File: src/verilog/safe_stop_pkg.sv
// Constants, types and register map of the safe stop timing monitor
package safe_stop_pkg;
  // Clock and time units
  localparam int CLK_PERIOD_NS      = 50;      // pclk period at 20 MHz
  localparam int STOP_DELAY_UNIT_NS = 10_000;  // Stop delay LSB is 0.01 ms
  localparam int TRANS_UNIT_NS      = 10;      // Transition time LSB is 0.01 us
  // Limits of the settable times
  localparam logic [31:0] STOP_DELAY_MAX = 32'h01C9_C380; // 300000.00 ms
  localparam logic [31:0] TRANS_MAX      = 32'hB2D0_5E00; // 30 000 000.00 us
  localparam logic [31:0] TIME_RESET     = 32'h0000_0000;
  // Register byte addresses
  localparam logic [7:0] ADDR_CTRL     = 8'h00;
  localparam logic [7:0] ADDR_DELAY    = 8'h04;
  localparam logic [7:0] ADDR_TRANS    = 8'h08;
  localparam logic [7:0] ADDR_STATUS   = 8'h0C;
  localparam logic [7:0] ADDR_IRQ_STAT = 8'h10;
  localparam logic [7:0] ADDR_IRQ_MASK = 8'h14;
  localparam logic [7:0] ADDR_CAP      = 8'h18;
  localparam logic [7:0] ADDR_VER0     = 8'h1C;
  localparam logic [7:0] ADDR_VER1     = 8'h20;
  localparam logic [7:0] ADDR_VER2     = 8'h24;
  // Field positions
  localparam int CTRL_ACK_BIT = 0;   // Write 1 to leave the halt state
  localparam int CAP_STO_BIT  = 0;
  localparam int CAP_SBC_BIT  = 1;
  localparam int CAP_MOT_BIT  = 2;
  localparam int CAP_SS1_BIT  = 3;
  localparam int IRQ_W        = 4;
  localparam int EV_BRAKE     = 0;   // Controlled stop started
  localparam int EV_PULSE_OFF = 1;   // Pulses cancelled after delay
  localparam int EV_DEFECT    = 2;   // Channel-defect stop raised
  localparam int EV_HALT      = 3;   // Immediate stop entered
  localparam logic [IRQ_W-1:0] IRQ_RESET = 4'h0;

  typedef enum logic [2:0] {
    st_run, st_braking, st_pulses_off, st_defect, st_halt
  } stop_state_e;

  // Commands to the power stage
  typedef struct packed {
    logic quick_stop_ramp;   // Brake along the quick-stop ramp
    logic pulse_enable;      // Normal control path pulse enable
    logic safety_shutdown;   // Dedicated safety shutdown path
  } drive_cmd_s;

  // Comparison data from the redundant channel
  typedef struct packed {
    logic        valid;
    logic [31:0] stop_delay;
    logic [31:0] transition_time;
  } peer_data_s;
endpackage : safe_stop_pkg

File: src/verilog/safe_stop_timing_monitor.sv
// Safe stop timing monitor with APB registers and cross-channel compare
//
// Chosen here: the address map and the APB interface to the registers.
`timescale 1ns/100ps
// Function
// - A controlled stop request brakes on the quick-stop ramp and cancels pulses after the stop delay.
// - A stop delay difference to the peer channel of up to one monitoring cycle is not an error.
// - Stop delay and transition time are rounded to whole monitoring cycles before timing.
// - A channel-defect stop escalates to the immediate stop after the transition time.
// - A transition time difference to the peer channel of up to one monitoring cycle is tolerated.
// - A comparison difference beyond tolerance enters the channel-defect stop.
// - The immediate stop removes pulses over the dedicated safety shutdown path.
// - The capability word holds safe torque, brake, motion and controlled stop flags in bits 0 to 3.
// - The capability word is 32 bits, derived here and read-only.
// - Three read-only 16-bit version words are exposed.
module safe_stop_timing_monitor
  import safe_stop_pkg::*;
#(
  parameter int          MON_PERIOD_NS = 1_000_000, // Monitoring cycle
  parameter logic        CAP_STO       = 1'b1,      // Terminal safe torque removal
  parameter logic        CAP_SBC       = 1'b1,      // Safe brake control
  parameter logic        CAP_SS1       = 1'b1,      // Controlled safe stop
  parameter logic [15:0] VERSION0      = 16'h0001,  // Arbitrary value
  parameter logic [15:0] VERSION1      = 16'h0002,  // Arbitrary value
  parameter logic [15:0] VERSION2      = 16'h0003   // Arbitrary value
)(
  input  wire logic        pclk,                // Clock
  input  wire logic        presetn,             // Async reset, low
  input  wire logic        ce,                  // Clock enable
  input  wire logic        psel,                // APB select
  input  wire logic        penable,             // APB enable
  input  wire logic        pwrite,              // APB write
  input  wire logic [7:0]  paddr,               // APB address
  input  wire logic [31:0] pwdata,              // APB write data
  output logic      [31:0] prdata,              // APB read data
  output logic             pready,              // APB ready
  output logic             pslverr,             // APB error
  input  wire logic        stop_req_pin,        // Controlled stop request pin
  input  wire logic        cu_motion_supported, // Control unit motion flag
  input  wire peer_data_s  peer,                // Redundant channel data
  output drive_cmd_s       drive,               // Power stage commands
  output logic             irq                  // Interrupt, high level
);
  localparam int          MON_CLKS  = MON_PERIOD_NS / CLK_PERIOD_NS;
  localparam logic [31:0] TICK_LAST = 32'(MON_CLKS - 1);
  localparam logic [32:0] CYC_D     = 33'(MON_PERIOD_NS / STOP_DELAY_UNIT_NS);
  localparam logic [32:0] CYC_T     = 33'(MON_PERIOD_NS / TRANS_UNIT_NS);

  logic        [31:0]      tick_cnt;
  logic                    stop_meta;
  logic                    stop_s;
  stop_state_e             state;
  stop_state_e             next_state;
  logic        [32:0]      remaining;
  logic        [32:0]      next_remaining;
  logic        [31:0]      stop_delay;
  logic        [31:0]      trans_time;
  logic        [IRQ_W-1:0] irq_status;
  logic        [IRQ_W-1:0] irq_mask;

  // Monitoring cycle tick
  wire tick = (tick_cnt == TICK_LAST);

  always_ff @(posedge pclk or negedge presetn) begin
    if (!presetn) begin
      tick_cnt <= 32'h0000_0000;
    end else if (ce) begin
      tick_cnt <= tick ? 32'h0000_0000 : tick_cnt + 32'h0000_0001;
    end
  end

  // Stop request pin synchroniser
  always_ff @(posedge pclk or negedge presetn) begin
    if (!presetn) begin
      stop_meta <= 1'b0;
      stop_s    <= 1'b0;
    end else if (ce) begin
      stop_meta <= stop_req_pin;
      stop_s    <= stop_meta;
    end
  end

  // Cross comparison against the peer channel, one cycle tolerated
  wire [32:0] own_d  = {1'b0, stop_delay};
  wire [32:0] own_t  = {1'b0, trans_time};
  wire [32:0] peer_d = {1'b0, peer.stop_delay};
  wire [32:0] peer_t = {1'b0, peer.transition_time};
  wire [32:0] diff_d = (own_d >= peer_d) ? own_d - peer_d : peer_d - own_d;
  wire [32:0] diff_t = (own_t >= peer_t) ? own_t - peer_t : peer_t - own_t;
  wire        bad_d  = diff_d > CYC_D;
  wire        bad_t  = diff_t > CYC_T;
  wire        mismatch = peer.valid && (bad_d || bad_t);

  // APB decode
  wire setup    = psel && !penable;
  wire access   = psel && penable && pready;
  wire wr       = access && pwrite;
  wire sel_ctrl = (paddr == ADDR_CTRL);
  wire sel_dly  = (paddr == ADDR_DELAY);
  wire sel_trn  = (paddr == ADDR_TRANS);
  wire sel_st   = (paddr == ADDR_STATUS);
  wire sel_ist  = (paddr == ADDR_IRQ_STAT);
  wire sel_imk  = (paddr == ADDR_IRQ_MASK);
  wire sel_cap  = (paddr == ADDR_CAP);
  wire sel_v0   = (paddr == ADDR_VER0);
  wire sel_v1   = (paddr == ADDR_VER1);
  wire sel_v2   = (paddr == ADDR_VER2);
  wire mapped   = sel_ctrl || sel_dly || sel_trn || sel_st || sel_ist
                  || sel_imk || sel_cap || sel_v0 || sel_v1 || sel_v2;
  wire ack      = wr && sel_ctrl && pwdata[CTRL_ACK_BIT];
  wire rd_clear = access && !pwrite && sel_ist;

  // Capability word derived from own and control unit support
  wire [31:0] cap_word = {28'h000_0000, CAP_SS1, cu_motion_supported,
                          CAP_SBC, CAP_STO};

  // Read data selection; capability and versions are read-only
  wire [31:0] rdata =
      sel_ctrl ? 32'h0000_0000 :
      sel_dly  ? stop_delay :
      sel_trn  ? trans_time :
      sel_st   ? {29'h0000_0000, state} :
      sel_ist  ? {28'h000_0000, irq_status} :
      sel_imk  ? {28'h000_0000, irq_mask} :
      sel_cap  ? cap_word :
      sel_v0   ? {16'h0000, VERSION0} :
      sel_v1   ? {16'h0000, VERSION1} :
      sel_v2   ? {16'h0000, VERSION2} : 32'h0000_0000;

  // Timer: rounded load, expires below one monitoring cycle
  wire [32:0] cyc_now   = (state == st_defect) ? CYC_T : CYC_D;
  wire        expired   = remaining < cyc_now;
  wire        timing    = (state == st_braking) || (state == st_defect);
  wire [32:0] load_d    = own_d + (CYC_D >> 1);
  wire [32:0] load_t    = own_t + (CYC_T >> 1);
  wire        enter_brk = (next_state == st_braking) && (state != st_braking);
  wire        enter_def = (next_state == st_defect) && (state != st_defect);

  // Stop sequencing
  always_comb begin
    next_state = state;
    case (state)
      st_run: begin
        if (mismatch) next_state = st_defect;
        else if (stop_s) next_state = st_braking;
      end
      st_braking: begin
        if (mismatch) next_state = st_defect;
        else if (!stop_s) next_state = st_run;
        else if (expired) next_state = st_pulses_off;
      end
      st_pulses_off: begin
        if (mismatch) next_state = st_defect;
        else if (!stop_s) next_state = st_run;
      end
      st_defect: begin
        if (expired) next_state = st_halt;
      end
      st_halt: begin
        if (ack) next_state = st_run;
      end
      default: next_state = st_run;
    endcase
  end

  // Remaining time, counted down once per monitoring cycle
  always_comb begin
    next_remaining = remaining;
    if (enter_brk) next_remaining = load_d;
    else if (enter_def) next_remaining = load_t;
    else if (timing && tick && !expired) next_remaining = remaining - cyc_now;
  end

  // Events and read-to-clear status, a new event beats the clear
  wire [IRQ_W-1:0] events = {
    enter_def ? 1'b0 : (next_state == st_halt) && (state != st_halt),
    enter_def,
    (next_state == st_pulses_off) && (state != st_pulses_off),
    enter_brk};
  wire [IRQ_W-1:0] next_irq_status =
      (rd_clear ? IRQ_RESET : irq_status) | events;

  always_ff @(posedge pclk or negedge presetn) begin
    if (!presetn) begin
      state      <= st_run;
      remaining  <= 33'h0_0000_0000;
      irq_status <= IRQ_RESET;
      irq        <= 1'b0;
    end else if (ce) begin
      state      <= next_state;
      remaining  <= next_remaining;
      irq_status <= next_irq_status;
      irq        <= |(next_irq_status & irq_mask);
    end
  end

  // Power stage commands follow the next state
  always_ff @(posedge pclk or negedge presetn) begin
    if (!presetn) begin
      drive <= '0;
    end else if (ce) begin
      drive.quick_stop_ramp <= (next_state == st_braking);
      drive.pulse_enable    <= (next_state == st_run) || (next_state == st_braking)
                               || (next_state == st_defect);
      drive.safety_shutdown <= (next_state == st_halt);
    end
  end

  // Configuration registers, times clamped to their limits
  always_ff @(posedge pclk or negedge presetn) begin
    if (!presetn) begin
      stop_delay <= TIME_RESET;
      trans_time <= TIME_RESET;
      irq_mask   <= IRQ_RESET;
    end else if (ce && wr) begin
      if (sel_dly) stop_delay <= (pwdata > STOP_DELAY_MAX) ? STOP_DELAY_MAX : pwdata;
      if (sel_trn) trans_time <= (pwdata > TRANS_MAX) ? TRANS_MAX : pwdata;
      if (sel_imk) irq_mask <= pwdata[IRQ_W-1:0];
    end
  end

  // APB answer one cycle after setup
  always_ff @(posedge pclk or negedge presetn) begin
    if (!presetn) begin
      pready  <= 1'b0;
      prdata  <= 32'h0000_0000;
      pslverr <= 1'b0;
    end else if (ce) begin
      pready  <= setup;
      prdata  <= setup ? rdata : prdata;
      pslverr <= setup && !mapped;
    end
  end
endmodule : safe_stop_timing_monitor

File: config.mk
export PLATFORM = sky130hd
export DESIGN_NAME = safe_stop_timing_monitor
export DESIGN_NICKNAME = d
export VERILOG_FILES = /design/src/verilog/safe_stop_pkg.sv /design/src/verilog/safe_stop_timing_monitor.sv
export SDC_FILE = /design/constraint.sdc
export NUM_CORES = 1
export LEC_CHECK = 0
export BUFFER_PORTS_ARGS = -buffer_cell sky130_fd_sc_hd__buf_2
export CORE_ASPECT_RATIO = 0.5
export CORE_MARGIN = 5
export CORE_UTILIZATION = 40
export CTS_CLUSTER_SIZE = 16
export DETAILED_ROUTE_END_ITERATION = 10
export REMOVE_ABC_BUFFERS = 1
export SYNTH_ARGS = -nofsm -noshare
export SYNTH_HDL_FRONTEND = slang
export SYNTH_SLANG_ARGS = --single-unit
export TNS_END_PERCENT = 30
File: constraint.sdc
create_clock -name pclk -period 7.4 [get_ports pclk]
set_input_delay 1.48 -clock pclk [delete_from_list [all_inputs] [get_ports pclk]]
set_output_delay 1.48 -clock pclk [all_outputs]
set_load 0.1 [all_outputs]
# == Yosys cells after proc, flatten, opt, wreduce, memory -nomap -nowiden ==
# Cells that the tools add are included.
# totals
output_inout_bits,38
word_cells,130
regBits,180
inputBits,113
# classes
bitwise_logic,2
order_cmp,7
reduce_logical,44
addsub,8
n_mux,31
eq_ne,22
# ops
operator,count
32-bit 2-to-1 mux,6
33-bit 2-to-1 mux,5
32-bit by 32-bit subtractor with 33-bit output,4
32-bit greater-or-equal comparator,2
32-bit by 16-bit adder with 33-bit output (second input constant),1
32-bit by 6-bit adder with 33-bit output (second input constant),1
33-bit by 17-bit > comparator with 1-bit output (second input constant),1
33-bit by 7-bit > comparator with 1-bit output (second input constant),1
33-bit by 17-bit < comparator with 1-bit output,1
33-bit by 17-bit subtractor with 33-bit output,1
32-bit by 1-bit adder with 32-bit output (second input constant),1
32-bit by 15-bit equality test with 1-bit output (second input constant),1
8-bit by 5-bit equality test with 1-bit output (second input constant),4
32-bit by 25-bit > comparator with 1-bit output (second input constant),1
32-bit > comparator (second input constant),1
3-bit 2-to-1 mux,9
4-bit 2-to-1 mux,5
1-bit logical AND,17
17-bit 2-to-1 mux,1
8-bit by 4-bit equality test with 1-bit output (second input constant),2
8-bit by 6-bit equality test with 1-bit output (second input constant),2
3-bit one-hot mux with 5 select lines,1
1-bit logical OR,13
3-bit by 2-bit equality test with 1-bit output (second input constant),4
16 further kinds,29

# == Logic depth before layout (Yosys ltp) ==
# Gate-level depths: netlist of the first run.
# logic_depth
depth_word,13
ltp_mapped,23
depth_no_buf,21

# == Worst setup path after synthesis of the first run ==
# No wires, ideal clock.
# synth_timing
path_type,input to register
startpoint,input port peer[6] (netlist name)
endpoint,register remaining[8]
arrival_time_ns,5.897
required_ns,7.278
path_buffers,4
stages,21
setup_time_ns,0.122
path_slack_ns,1.381
path_cell_list,inv_1 -> ha_1 -> buf_2 -> nand4_1 -> or4_1 -> o31a_1 -> o21a_1 -> nand2_2 -> buf_2 -> mux2i_1 -> xor2_1 -> o2111ai_1 -> a311oi_1 -> o21bai_1 -> nand4bb_1 -> nand2_1 -> or4_4 -> buf_6 -> buf_6 -> o21bai_1 -> a32o_1
# synth_between
elab_chain_cells,11
word_cells_on_any_way,19
cone_classes,add/sub (2); order compare (2); eq/ne (2); mux (7); reduce/logical (6)
# synth_lines
element,line_no,source
from (decl),safe_stop_timing_monitor.sv:40,"input wire peer_data_s peer,"
32-bit by 32-bit subtractor with 33-bit output or 32-bit greater-or-equal comparator (tied branches),safe_stop_timing_monitor.sv:89,wire [32:0] diff_t = (own_t >= peer_t) ? own_t - peer_t : peer_t - own_t;
33-bit 2-to-1 mux (*),safe_stop_timing_monitor.sv:89,
33-bit by 17-bit > comparator with 1-bit output (*),safe_stop_timing_monitor.sv:91,wire bad_t = diff_t > CYC_T;
1-bit logical OR (*),safe_stop_timing_monitor.sv:92,wire mismatch = peer.valid && (bad_d || bad_t);
1-bit logical AND (*),safe_stop_timing_monitor.sv:92,
"3-bit 2-to-1 mux, on equally long branches","safe_stop_timing_monitor.sv:153, safe_stop_timing_monitor.sv:144, safe_stop_timing_monitor.sv:148",
3-bit one-hot mux with 5 select lines (*),safe_stop_timing_monitor.sv:142,case (state)
3-bit by 1-bit equality test with 1-bit output or 3-bit by 2-bit equality test with 1-bit output (tied branches),"safe_stop_timing_monitor.sv:136, safe_stop_timing_monitor.sv:137",
"1-bit logical AND, on equally long branches","safe_stop_timing_monitor.sv:136, safe_stop_timing_monitor.sv:137",
3-bit nonzero test (no line) or 33-bit 2-to-1 mux (tied branches),--,
2-bit AND reduction (no line) or 33-bit 2-to-1 mux (tied branches),--,
to (signal assigned),safe_stop_timing_monitor.sv:191,remaining <= next_remaining;
to (decl),safe_stop_timing_monitor.sv:54,logic [32:0] remaining;
# Mark *: on every way between the ends. The rest lies on a longest branch, timed or not.
# A chain may end at the register's enable or synchronous reset.

# == Worst setup path after layout of the first run ==
# layout_timing
startpoint,input port peer[4] (netlist name)
endpoint,register remaining[6]
# The elaborated chain is that of the path after synthesis.

==> results.md, run 1 <==
- Hold Buf Count CTS: 0
- TNS Setup: 0 ns
- Worst-Margin Slew: 1.13 ns
- R2R cell count: 20
- DR vias/cell: 6.02
- CP max stage delay: 0.57 ns
- Inst Count DP: 3042
- Initial antenna violation count: 4
- CTS tree: done
- CTS Buf Count: 17
- Final nets: 2729
- Commonest non-fill, non-tap cell in the layout: nand2_1
- CTS H-tree depth: 4
- Design Power: 0.00344 W
- CP max FO: 14
- R2r setup slk: 0.85 ns
- Post-route ant nets: 0
- Post-synthesis async set-or-reset flop share: 1.00
- Setup crit end kind: flip-flop
- Core area: 43900 um2
- Routed len/inst: 22.3 um
- Clk Latency, worst-skew pair: 0.47 ns
- Setup-failing EPs final: 0
- Net Sw Frac: 0.390
- Die ar.: 49400 um2
- Die Width: 309 um
- Layout cells sized above 1: 0.126
- Critical Path RT: 7.79 ns
- Commonest non-fill, non-tap cells in the layout: nand2_1, a21oi_1, inv_1
- Congestion Overflow GR: 0
- FP Rows: 54
- Router iterations before antenna repair: 6
- CTS sink count: 178
- Power Internal: 0.00210 W
- Clock skew: 0.0207 ns
- Initial core utilization: 0.408
- Total GRT Usage: 0.267
- Largest net degree at the start of global routing: 92
- Tmin final: 7.05 ns
- Seq pwr share: 0.339
- Clock power frac: 0.279
- CP Launch Type: input pin
- Initial DRC count: 1934
- Crit-path cells: buf_2 > inv_1 > ha_1 > nand4_1 > or4_1 > o31a_1 > o21ai_2 > nor2_2 > buf_4 > a311o_1 > o22ai_2 > nand4_1 > or4_4 > nor4_4 > nand3b_1 > o21a_1 > or4_4 > buf_12 > buf_4 > nor3_1 > a21oi_1 > mux2i_1
- Type of the most critical hold path: flip-flop to flip-flop
- Maximum vdd drop: 0.170 mV
- Switching power total: 0.00134 W
- Vias in the first global route: 17600
- Critical path class: input pin to flip-flop
- Slew Viols, Final: 0
- Synthesis-to-finish area growth: 12.8%
- PortBufs: 150
- Die H: 160 um
- Total wire length: 68.5 mm
- Logic pwr share: 0.382
- Synthesized cell area: 17900 um2
- Synth warnings: 0
- Critical-path top delay cell: or4_4
- Routed vias: 18500
- Clk slew on worst S/H paths: 0.09 ns
- Dpl hpwl: 55.0 mm
- Synth Register Bits: 178
- Largest buffer count on any clock path: 2
- Post-cts gate resize count: 0
- DRC viols: 0
- Outcome: finished clean
- Hold Crit Depth: 1
- Mapped Cells: 2334
- FMAX: 0.142 GHz
- Fin worst setup slack: 0.353 ns
- Leading area contributor after synthesis: dfrtp_1
- Final non-filler cell total: 3077
- Area contributors post-synth: dfrtp_1, ha_1, xnor2_1
- Dpl ws: -0.223 ns
- Post-synth EDFFs: 0
- Part of the cycle the worst path needs: 0.952
- I/O Pins: 151
- Seq/Total Area, Yosys: 0.249
- Leakage power: 9.28 nW
- Slew Limit Headroom: 0.244
- Ys flop type: dfrtp_1
- Hold Fails Final Rpt: 0
- Postcts setup bufs: 0
- WP data arrival: 7.44 ns
- Syn_area_per_cell: 7.68 um2
- RSZ-0062 raised after global routing: false
- First-pass GRT wire length: 104 mm
- Pwr Density: 170 nW/um2
- Max_cap viols: 0
- Synth top area share: 0.249
- Root buffer cell: clkbuf_16
- Routability cong.: 1.01
- Yosys cell types: 86
-- power groups by stage --
| stage | logic, W | clock network (W) | registers (W) |
|---|---|---|---|
| 2_1_floorplan | 0.000833 | 0 | 0.00120 |
| 3_3_place_gp | 0.00127 | 0 | 0.00118 |
| 3_5_place_dp | 0.00128 | 0 | 0.00118 |
| 4_1_cts | 0.00129 | 0.000971 | 0.00116 |
| 5_1_grt | 0.00143 | 0.00101 | 0.00118 |
| 6_report | 0.00131 | 0.000959 | 0.00117 |
-- synthesized netlist by cell type, types with 28 or more instances --
| master | count |
|---|---|
| nand3_1 | 66 |
| nand2_1 | 220 |
| a21o_1 | 40 |
| buf_2 | 47 |
| a21oi_1 | 207 |
| o21a_1 | 29 |
| nor2_1 | 171 |
| mux2i_1 | 38 |
| xnor2_1 | 124 |
| and3_1 | 28 |
| o21ai_0 | 175 |
| inv_1 | 200 |
| dfrtp_1 | 178 |
| nor4_1 | 28 |
| clkbuf_1 | 58 |
| nand4_1 | 55 |
| a22oi_1 | 35 |
| xor2_1 | 38 |
| nor3_1 | 51 |
| ha_1 | 139 |
-- per-stage QoR --
stage               cell area [um2]  hold WS, ns   util
floorplan                     17400        0.445      -
global placement              19600        0.458  0.447
detailed placement            19600        0.466  0.447
CTS                           20200        0.477  0.460
global route                  20200        0.498  0.460
finish                        20200        0.474  0.460
-- flip-flops by register name, indices dropped and copies added (netlist names) --
name,flops
pready,1
irq,1
state,3
prdata,32
irq_mask,4
stop_s,1
trans_time,32
remaining,31
pslverr,1
stop_delay,32
irq_status,4
stop_meta,1
tick_cnt,32
drive,3
-- final timing paths --
check,start,end
worst max-delay path,peer[4],remaining[6]
worst min-delay path,tick_cnt[4],tick_cnt[4]
worst max register to register,trans_time[4],remaining[6]
worst min register to register,tick_cnt[4],tick_cnt[4]
max in group asynchronous,presetn,trans_time[8]
min in group asynchronous,presetn,tick_cnt[18]
-- area by class of cell --
class / instances / area, um2
multi-input cells: 1845 / 12200
flip-flops and latches: 178 / 4450
clock inverters: 13 / 148
inverters: 201 / 754
clock buffers: 19 / 443
fillers: 4491 / 23700
repair buffers: 230 / 1440
diodes: 3 / 7.51
well taps: 588 / 736
-- cells by family after synthesis --
kind of cell	synth area share
xor+xnor	0.0792
mux	0.0313
fa+ha+maj	0.102
flops	0.249
buf+inv	0.0701
simple gates	0.204
compound gates	0.266
-- critical path: cells and delay by family --
kind                       cells  cell delay, ns
buffers and inverters          5            0.67
muxes                          1            0.14
adders and majority gates      1            0.49
and+or+nand+nor                9            3.11
AOI/OAI and AO/OA              6            1.51
-- per-layer routing --
metal,wire (um),vias up,share of wire,track usage
li1,-,8664,-,-
met2,30200,736,0.44,0.409
met1,31000,9017,0.45,0.385
met5,13,-,0.00019,0
met4,1660,2,0.024,0.0711
met3,5640,92,0.082,0.0523
Note: power is estimated with default switching activity, not from simulation.
==> run 2, diff against run 1 <==
--- a/config.mk
+++ b/config.mk
@@ -11,7 +11,7 @@
 export CORE_UTILIZATION = 40
 export CTS_CLUSTER_SIZE = 16
 export DETAILED_ROUTE_END_ITERATION = 10
-export REMOVE_ABC_BUFFERS = 1
+export SLEW_MARGIN = 20
 export SYNTH_ARGS = -nofsm -noshare
 export SYNTH_HDL_FRONTEND = slang
 export SYNTH_SLANG_ARGS = --single-unit
==> run 2 against run 1 <==
Critical endpoint is now remaining[32]. Clock power up 4.0%. Cell count up 0.29%. Routed wire length is 0.46% higher. Combinational power is essentially flat. Critical path depth fell by 2. Largest cell class unchanged. Via count grew 0.33%. Cell area rose by 0.59%. Clock-buffer cell count is 2 lower.
==> results.md, run 2 (synthesized netlist as in run 1, its figures left out) <==
- Outcome: finished clean
- Synthesized Nets: 2590
- Part of the cycle the worst path needs: 0.959 (+0.00706)
- Type of the most critical hold path: flip-flop to flip-flop
- I/O Pins: 151 (unchanged)
- Router iterations before antenna repair: 6 (unchanged)
- Clk Latency, worst-skew pair: 0.47 ns (about the same)
- FMAX: 0.141 GHz (-0.74%)
- Initial antenna violation count: 3 (-1)
- CTS sink count: 178 (unchanged)
- Commonest non-fill, non-tap cell in the layout: nand2_1
- Fin area: 20300 um2 (+0.59%)
- Antenna diodes: 0 (-3)
- Vias in the first global route: 17600 (+0.057%)
- Leakage power: 9.36 nW (+0.83%)
- Routability cong.: 1.00 (-0.80%)
- Routed len/inst: 22.3 um (+0.17%)
- DRC viols: 0 (unchanged)
- Layout cells sized above 1: 0.131 (+0.00500)
- CP max stage delay: 0.61 ns (+0.04 ns)
- Slew Viols, Final: 0 (unchanged)
- Largest buffer count on any clock path: 2 (unchanged)
- CTS tree: done
- Initial DRC count: 2062 (+6.6%)
- Post-route ant nets: 0 (unchanged)
- Hold Fails Final Rpt: 0 (unchanged)
- WP data arrival: 7.50 ns (+0.06 ns)
- Die ar.: 49400 um2 (unchanged)
- Clock skew: 0.0233 ns (+0.00266 ns)
- CP max FO: 13 (-1)
- Congestion Overflow GR: 0 (unchanged)
- Total wire length: 68.9 mm (+0.46%)
- CP Launch Type: input pin
- Clk slew on worst S/H paths: 0.09 ns (about the same)
- DR vias/cell: 6.02 (about the same)
- Largest net degree at the start of global routing: 101 (+9.8%)
- Filler Cell Count: 4463 (-0.62%)
- Synthesis-to-finish area growth: 13.5%
- FP Rows: 54 (unchanged)
- RSZ-0062 raised after global routing: false
- WP buf/inv: 3 (-2)
- Dpl cell area: 19700 um2 (+0.37%)
- Initial core utilization: 0.408 (unchanged)
- Root buffer cell: clkbuf_16
- Slew Limit Headroom: 0.279 (+0.0352)
- Setup crit end kind: flip-flop
- Worst-Margin Slew: 1.08 ns (-0.0528 ns)
- Hold Buf Count CTS: 0 (unchanged)
- Maximum vdd drop: 0.135 mV (-20%)
- Total GRT Usage: 0.268 (+0.00169)
- Pwr Density: 171 nW/um2 (+0.54%)
- Max_cap viols: 0 (unchanged)
- Delay-heaviest family, CP: simple AND/OR/NAND/NOR gates
- Dpl hpwl: 55.9 mm (+1.7%)
- First-pass GRT wire length: 105 mm (+0.21%)
- Critical path class: input pin to flip-flop
- CTS H-tree depth: 4 (unchanged)
- Core area: 43900 um2 (unchanged)
- Tmin final: 7.10 ns (+0.0523 ns)
- CTS Buf Count: 17 (unchanged)
- Crit-path cells: buf_2 > inv_1 > ha_1 > a21oi_1 > o21ai_0 > a21oi_1 > nand3_1 > xor2_1 > a311o_1 > o22ai_1 > nand4_1 > or4_4 > nor4_4 > nand3b_1 > o21a_1 > or4_4 > buf_12 > nor4_1 > a221oi_1 > mux2i_1
- PortBufs: 150 (unchanged)
- TNS Setup: 0 ns (unchanged)
- Commonest non-fill, non-tap cells in the layout: nand2_1, a21oi_1, inv_1
- Final core utilization: 0.463 (+0.00271)
- Die Width: 309 um (unchanged)
- Die H: 160 um (unchanged)
- Critical Path RT: 7.80 ns (about the same)
- Setup-failing EPs final: 0 (unchanged)
- Routed vias: 18600 (+0.33%)
- Final nets: 2741 (+0.44%)
- Critical-path top delay cell: o22ai_1
## run 2: cell count changes in the layout (fill, tap and decap cells not counted), sizes merged
cell,change
buf,+12
inv,+4
diode,-3
clkbuf,-2
clkinvlp,-2
## run 2: path summary, 6_finish.rpt
| kind | from | to | slack (ns) | cells after the start |
|---|---|---|---|---|
| max reg2reg | trans_time[19] | remaining[32] | 0.93 | 20 |
| max in group asynchronous | presetn | trans_time[8] | 5.10 | 2 |
| max | peer[12] | remaining[32] | 0.30 | 20 |
| min reg2reg | prdata[8] | prdata[8] | 0.48 | 2 |
| min | prdata[8] | prdata[8] | 0.48 | 2 |
| min in group asynchronous | presetn | prdata[28] | 1.05 | 1 |
## run 2: metal layers
| metal | up-vias | GRT usage | share of wire |
|---|---|---|---|
| met4 | 2 | 0.0723 | 0.025 |
| met1 | 9002 | 0.395 | 0.46 |
| li1 | 8708 | - | - |
| met2 | 744 | 0.408 | 0.43 |
| met5 | - | 0 | 0.00017 |
| met3 | 117 | 0.0437 | 0.078 |
## run 2: timing repair
item,CTS,global route
setup endpoints to repair,0,12
buffers inserted,0,0
gates resized for setup,0,1
## run 2: final cells by class
class / instances / area (um2) / share of cell area
timing repair buffer: 242 / 1520 / 0.0746
inverter: 201 / 754 / 0.0371
multi-input combinational: 1845 / 12200 / 0.602
tap: 588 / 736 / 0.0362
sequential: 178 / 4450 / 0.219
clock buffer: 17 / 425 / 0.0209
clock inverter: 15 / 208 / 0.0102
## run 2: tightest hold or removal path, stage by stage (launching register included)
cell     delay (ns)
dfrtp_1        0.35
nand2_1        0.04
o21ai_0        0.06
## run 2: where the power goes
group          switching (W)  leakage [nW]  internal [W]  total [W]
logic               0.000766          6.90      0.000547    0.00131
clock network       0.000501         0.308      0.000496   0.000997
registers          0.0000962          2.15       0.00107    0.00117
total                0.00136          9.36       0.00211    0.00348
## run 2: metrics by stage
stage	hold slack (ns)	power, W	worst slack (ns)	std cells
final	0.479	0.00348	0.300	3086
after CTS	0.481	0.00347	0.297	3085
after global routing	0.493	0.00366	0.0590	3086
after floorplan	0.445	0.00205	1.38	2334
after detailed placement	0.465	0.00247	-0.207	3053
after global placement	0.458	0.00247	-0.101	3053
==> run 3, diff against run 2 <==
--- a/config.mk
+++ b/config.mk
@@ -8,9 +8,10 @@
 export BUFFER_PORTS_ARGS = -buffer_cell sky130_fd_sc_hd__buf_2
 export CORE_ASPECT_RATIO = 0.5
 export CORE_MARGIN = 5
-export CORE_UTILIZATION = 40
+export CORE_UTILIZATION = 67
 export CTS_CLUSTER_SIZE = 16
 export DETAILED_ROUTE_END_ITERATION = 10
+export PLACE_DENSITY = 0.88
 export SLEW_MARGIN = 20
 export SYNTH_ARGS = -nofsm -noshare
 export SYNTH_HDL_FRONTEND = slang
==> run 3 against run 2 <==
Sequential share of layout area increased by 0.55 points. Critical path depth increased by 1. Sequential power about the same. Via count increased by 6.2%. Combinational power about the same.
==> results.md, run 3 (synthesized netlist as in run 1, its figures left out) <==
- Routed len/inst: 24.1 um (+8.0%)
- FMAX: 0.138 GHz (-1.9%)
- Congestion Overflow GR: 0 (unchanged)
- Critical Path RT: 7.77 ns (-0.03 ns)
- Fin worst setup slack: 0.166 ns (-0.134 ns)
- Type of the most critical hold path: flip-flop to flip-flop
- FP Rows: 42 (-22%)
- Total wire length: 68.2 mm (-0.92%)
- Synthesis-to-finish area growth: 10.7%
- Outcome: finished clean
- Final nets: 2718 (-0.84%)
- Crit-path cells: buf_2 > inv_1 > ha_1 > nand4_1 > or4_1 > o31a_1 > o21ai_2 > nor2_2 > buf_4 > a31oi_2 > a2bb2oi_1 > and3_1 > nand3_1 > nor4_4 > nand3b_1 > o21a_1 > or4_4 > buf_4 > nor4_1 > a221oi_1 > mux2i_1
- Critical-path top delay cell: a2bb2oi_1
- Filler Cell Count: 1975 (-56%)
- WP buf/inv: 4 (+1)
- Initial core utilization: 0.679 (+0.271)
- Vias in the first global route: 18600 (+6.0%)
- Inst Count DP: 2794 (-8.5%)
- Slew Viols, Final: 0 (unchanged)
- RSZ-0062 raised after global routing: false
- WP data arrival: 7.61 ns (+0.11 ns)
- Worst path most repeated cell: buf_4
- Logic pwr share: 0.388 (+0.010)
- CTS sink count: 178 (unchanged)
- Hold Buf Count CTS: 0 (unchanged)
- Setup-failing EPs final: 0 (unchanged)
- Slew Limit Headroom: 0.247 (-0.0324)
- CP max stage delay: 0.76 ns (+0.15 ns)
- CP max FO: 13 (unchanged)
- Commonest non-fill, non-tap cell in the layout: nand2_1
- Final non-filler cell total: 2830 (-8.3%)
- Seq pwr share: 0.343 (+0.008)
- Clock skew: 0.0138 ns (-0.00958 ns)
- Layout cells sized above 1: 0.122 (-0.00848)
- Post-route ant nets: 0 (unchanged)
- Largest buffer count on any clock path: 2 (unchanged)
- First-pass GRT wire length: 104 mm (-0.75%)
- Hold Fails Final Rpt: 0 (unchanged)
- Dpl ws: -0.125 ns (+0.0817 ns)
- Die ar.: 30300 um2 (-39%)
- Pwr Density: 173 nW/um2 (+1.2%)
- CTS Buf Count: 17 (unchanged)
- PortBufs: 150 (unchanged)
- CTS tree: done
- Max_cap viols: 0 (unchanged)
- Leakage power: 9.24 nW (-1.3%)
- Power Internal: 0.00209 W (-1.0%)
- TNS Setup: 0 ns (unchanged)
- Routability cong.: 1.06 (+5.5%)
- Core area: 26400 um2 (-40%)
- I/O Pins: 151 (unchanged)
- Commonest non-fill, non-tap cells in the layout: nand2_1, a21oi_1, inv_1
- Part of the cycle the worst path needs: 0.978 (+0.0181)
- Largest net degree at the start of global routing: 107 (+5.9%)
- Net Sw Frac: 0.391 (-0.00155)
- Root buffer cell: clkbuf_16
- Postcts setup bufs: 0 (unchanged)
- Switching power total: 0.00134 W (-1.7%)
- Setup crit end kind: flip-flop
- Routed vias: 19700 (+6.2%)
- Synthesized Nets: 2590 (unchanged)
- Maximum vdd drop: 0.199 mV (+47%)
- Initial DRC count: 3285 (+59%)
- Router iterations before antenna repair: 9 (+3)
- Delay-heaviest family, CP: simple AND/OR/NAND/NOR gates
- DRC viols: 0 (unchanged)
- CP Launch Type: input pin
- Initial antenna violation count: 8 (+5)
- Die Width: 241 um (-22%)
- Dpl hpwl: 53.8 mm (-3.8%)
- Clk Latency, worst-skew pair: 0.46 ns (about the same)
- DR vias/cell: 6.97 (+16%)
- Die H: 126 um (-21%)
- Clock power frac: 0.269 (-0.018)
- Critical path class: input pin to flip-flop
- Total GRT Usage: 0.432 (+0.164)
- CTS H-tree depth: 4 (unchanged)
- Clk slew on worst S/H paths: 0.08 ns (about the same)
- Tmin final: 7.23 ns (+0.134 ns)
- Worst-Margin Slew: 1.13 ns (+0.0486 ns)
## run 3: changes by cell type in the layout (fill, tap and decap cells not counted), moves of 3 or more
cell      before  now
buf_4         86   63
clkinv_2       0    3
clkinv_4       0    3
clkinv_8       5    2
diode_2        0    3
inv_8          4    1
## run 3: area by class of cell
cell class	instances	area (um2)	share of cell area
antenna	3	7.51	0.000378
timing repair buffer	219	1360	0.0684
clock buffer	18	439	0.0221
tap	352	440	0.0222
multi-input combinational	1845	12200	0.617
inverter	201	754	0.0380
sequential	178	4450	0.225
clock inverter	14	150	0.00757
## run 3: final timing paths
path	start	to	slack (ns)	cells past startpoint
hold reg to reg	prdata[24]	prdata[24]	0.49	2
min in group asynchronous	presetn	prdata[28]	0.87	1
setup reg to reg	trans_time[4]	remaining[32]	0.68	19
hold / removal	prdata[24]	prdata[24]	0.49	2
setup / recovery	peer[4]	remaining[32]	0.17	21
max in group asynchronous	presetn	tick_cnt[5]	4.77	3
## run 3: layer usage
layer / track usage / part of all wire / vias up
met4: 0.160 / 0.041 / 10
met2: 0.649 / 0.43 / 1536
met3: 0.147 / 0.14 / 295
met1: 0.582 / 0.39 / 9219
met5: 0 / 0.0010 / -
li1: - / - / 8661
## run 3: power by group through the flow
stage	clock, W	combinational, W	sequential, W
2_1_floorplan	0	0.000856	0.00120
3_3_place_gp	0	0.00124	0.00118
3_5_place_dp	0	0.00127	0.00118
4_1_cts	0.000922	0.00129	0.00117
5_1_grt	0.000965	0.00142	0.00118
6_report	0.000923	0.00133	0.00118
## run 3: what timing repair did
item,CTS,global route
gates resized for setup,0,2
hold endpoints to repair,0,0
setup endpoints to repair,0,28
## run 3: metrics by stage
stage	util	hold WS (ns)	power (W)	cell area, um2
3_5_place_dp	0.728	0.469	0.00246	19200
6_report	0.752	0.490	0.00343	19800
3_3_place_gp	0.728	0.459	0.00242	19200
4_1_cts	0.750	0.481	0.00338	19800
2_1_floorplan	-	0.445	0.00205	17900
5_1_grt	0.752	0.491	0.00357	19800
## run 3: worst register-to-register path: cells and delay by family (launching register included)
kind	cells	cell delay (ns)
flip-flops	1	0.54
AO/OA/AOI/OAI	6	1.95
buffers and inverters	2	0.40
multiplexers	1	0.16
adder cells (fa/ha/maj)	1	0.61
AND/OR/NAND/NOR	9	2.95
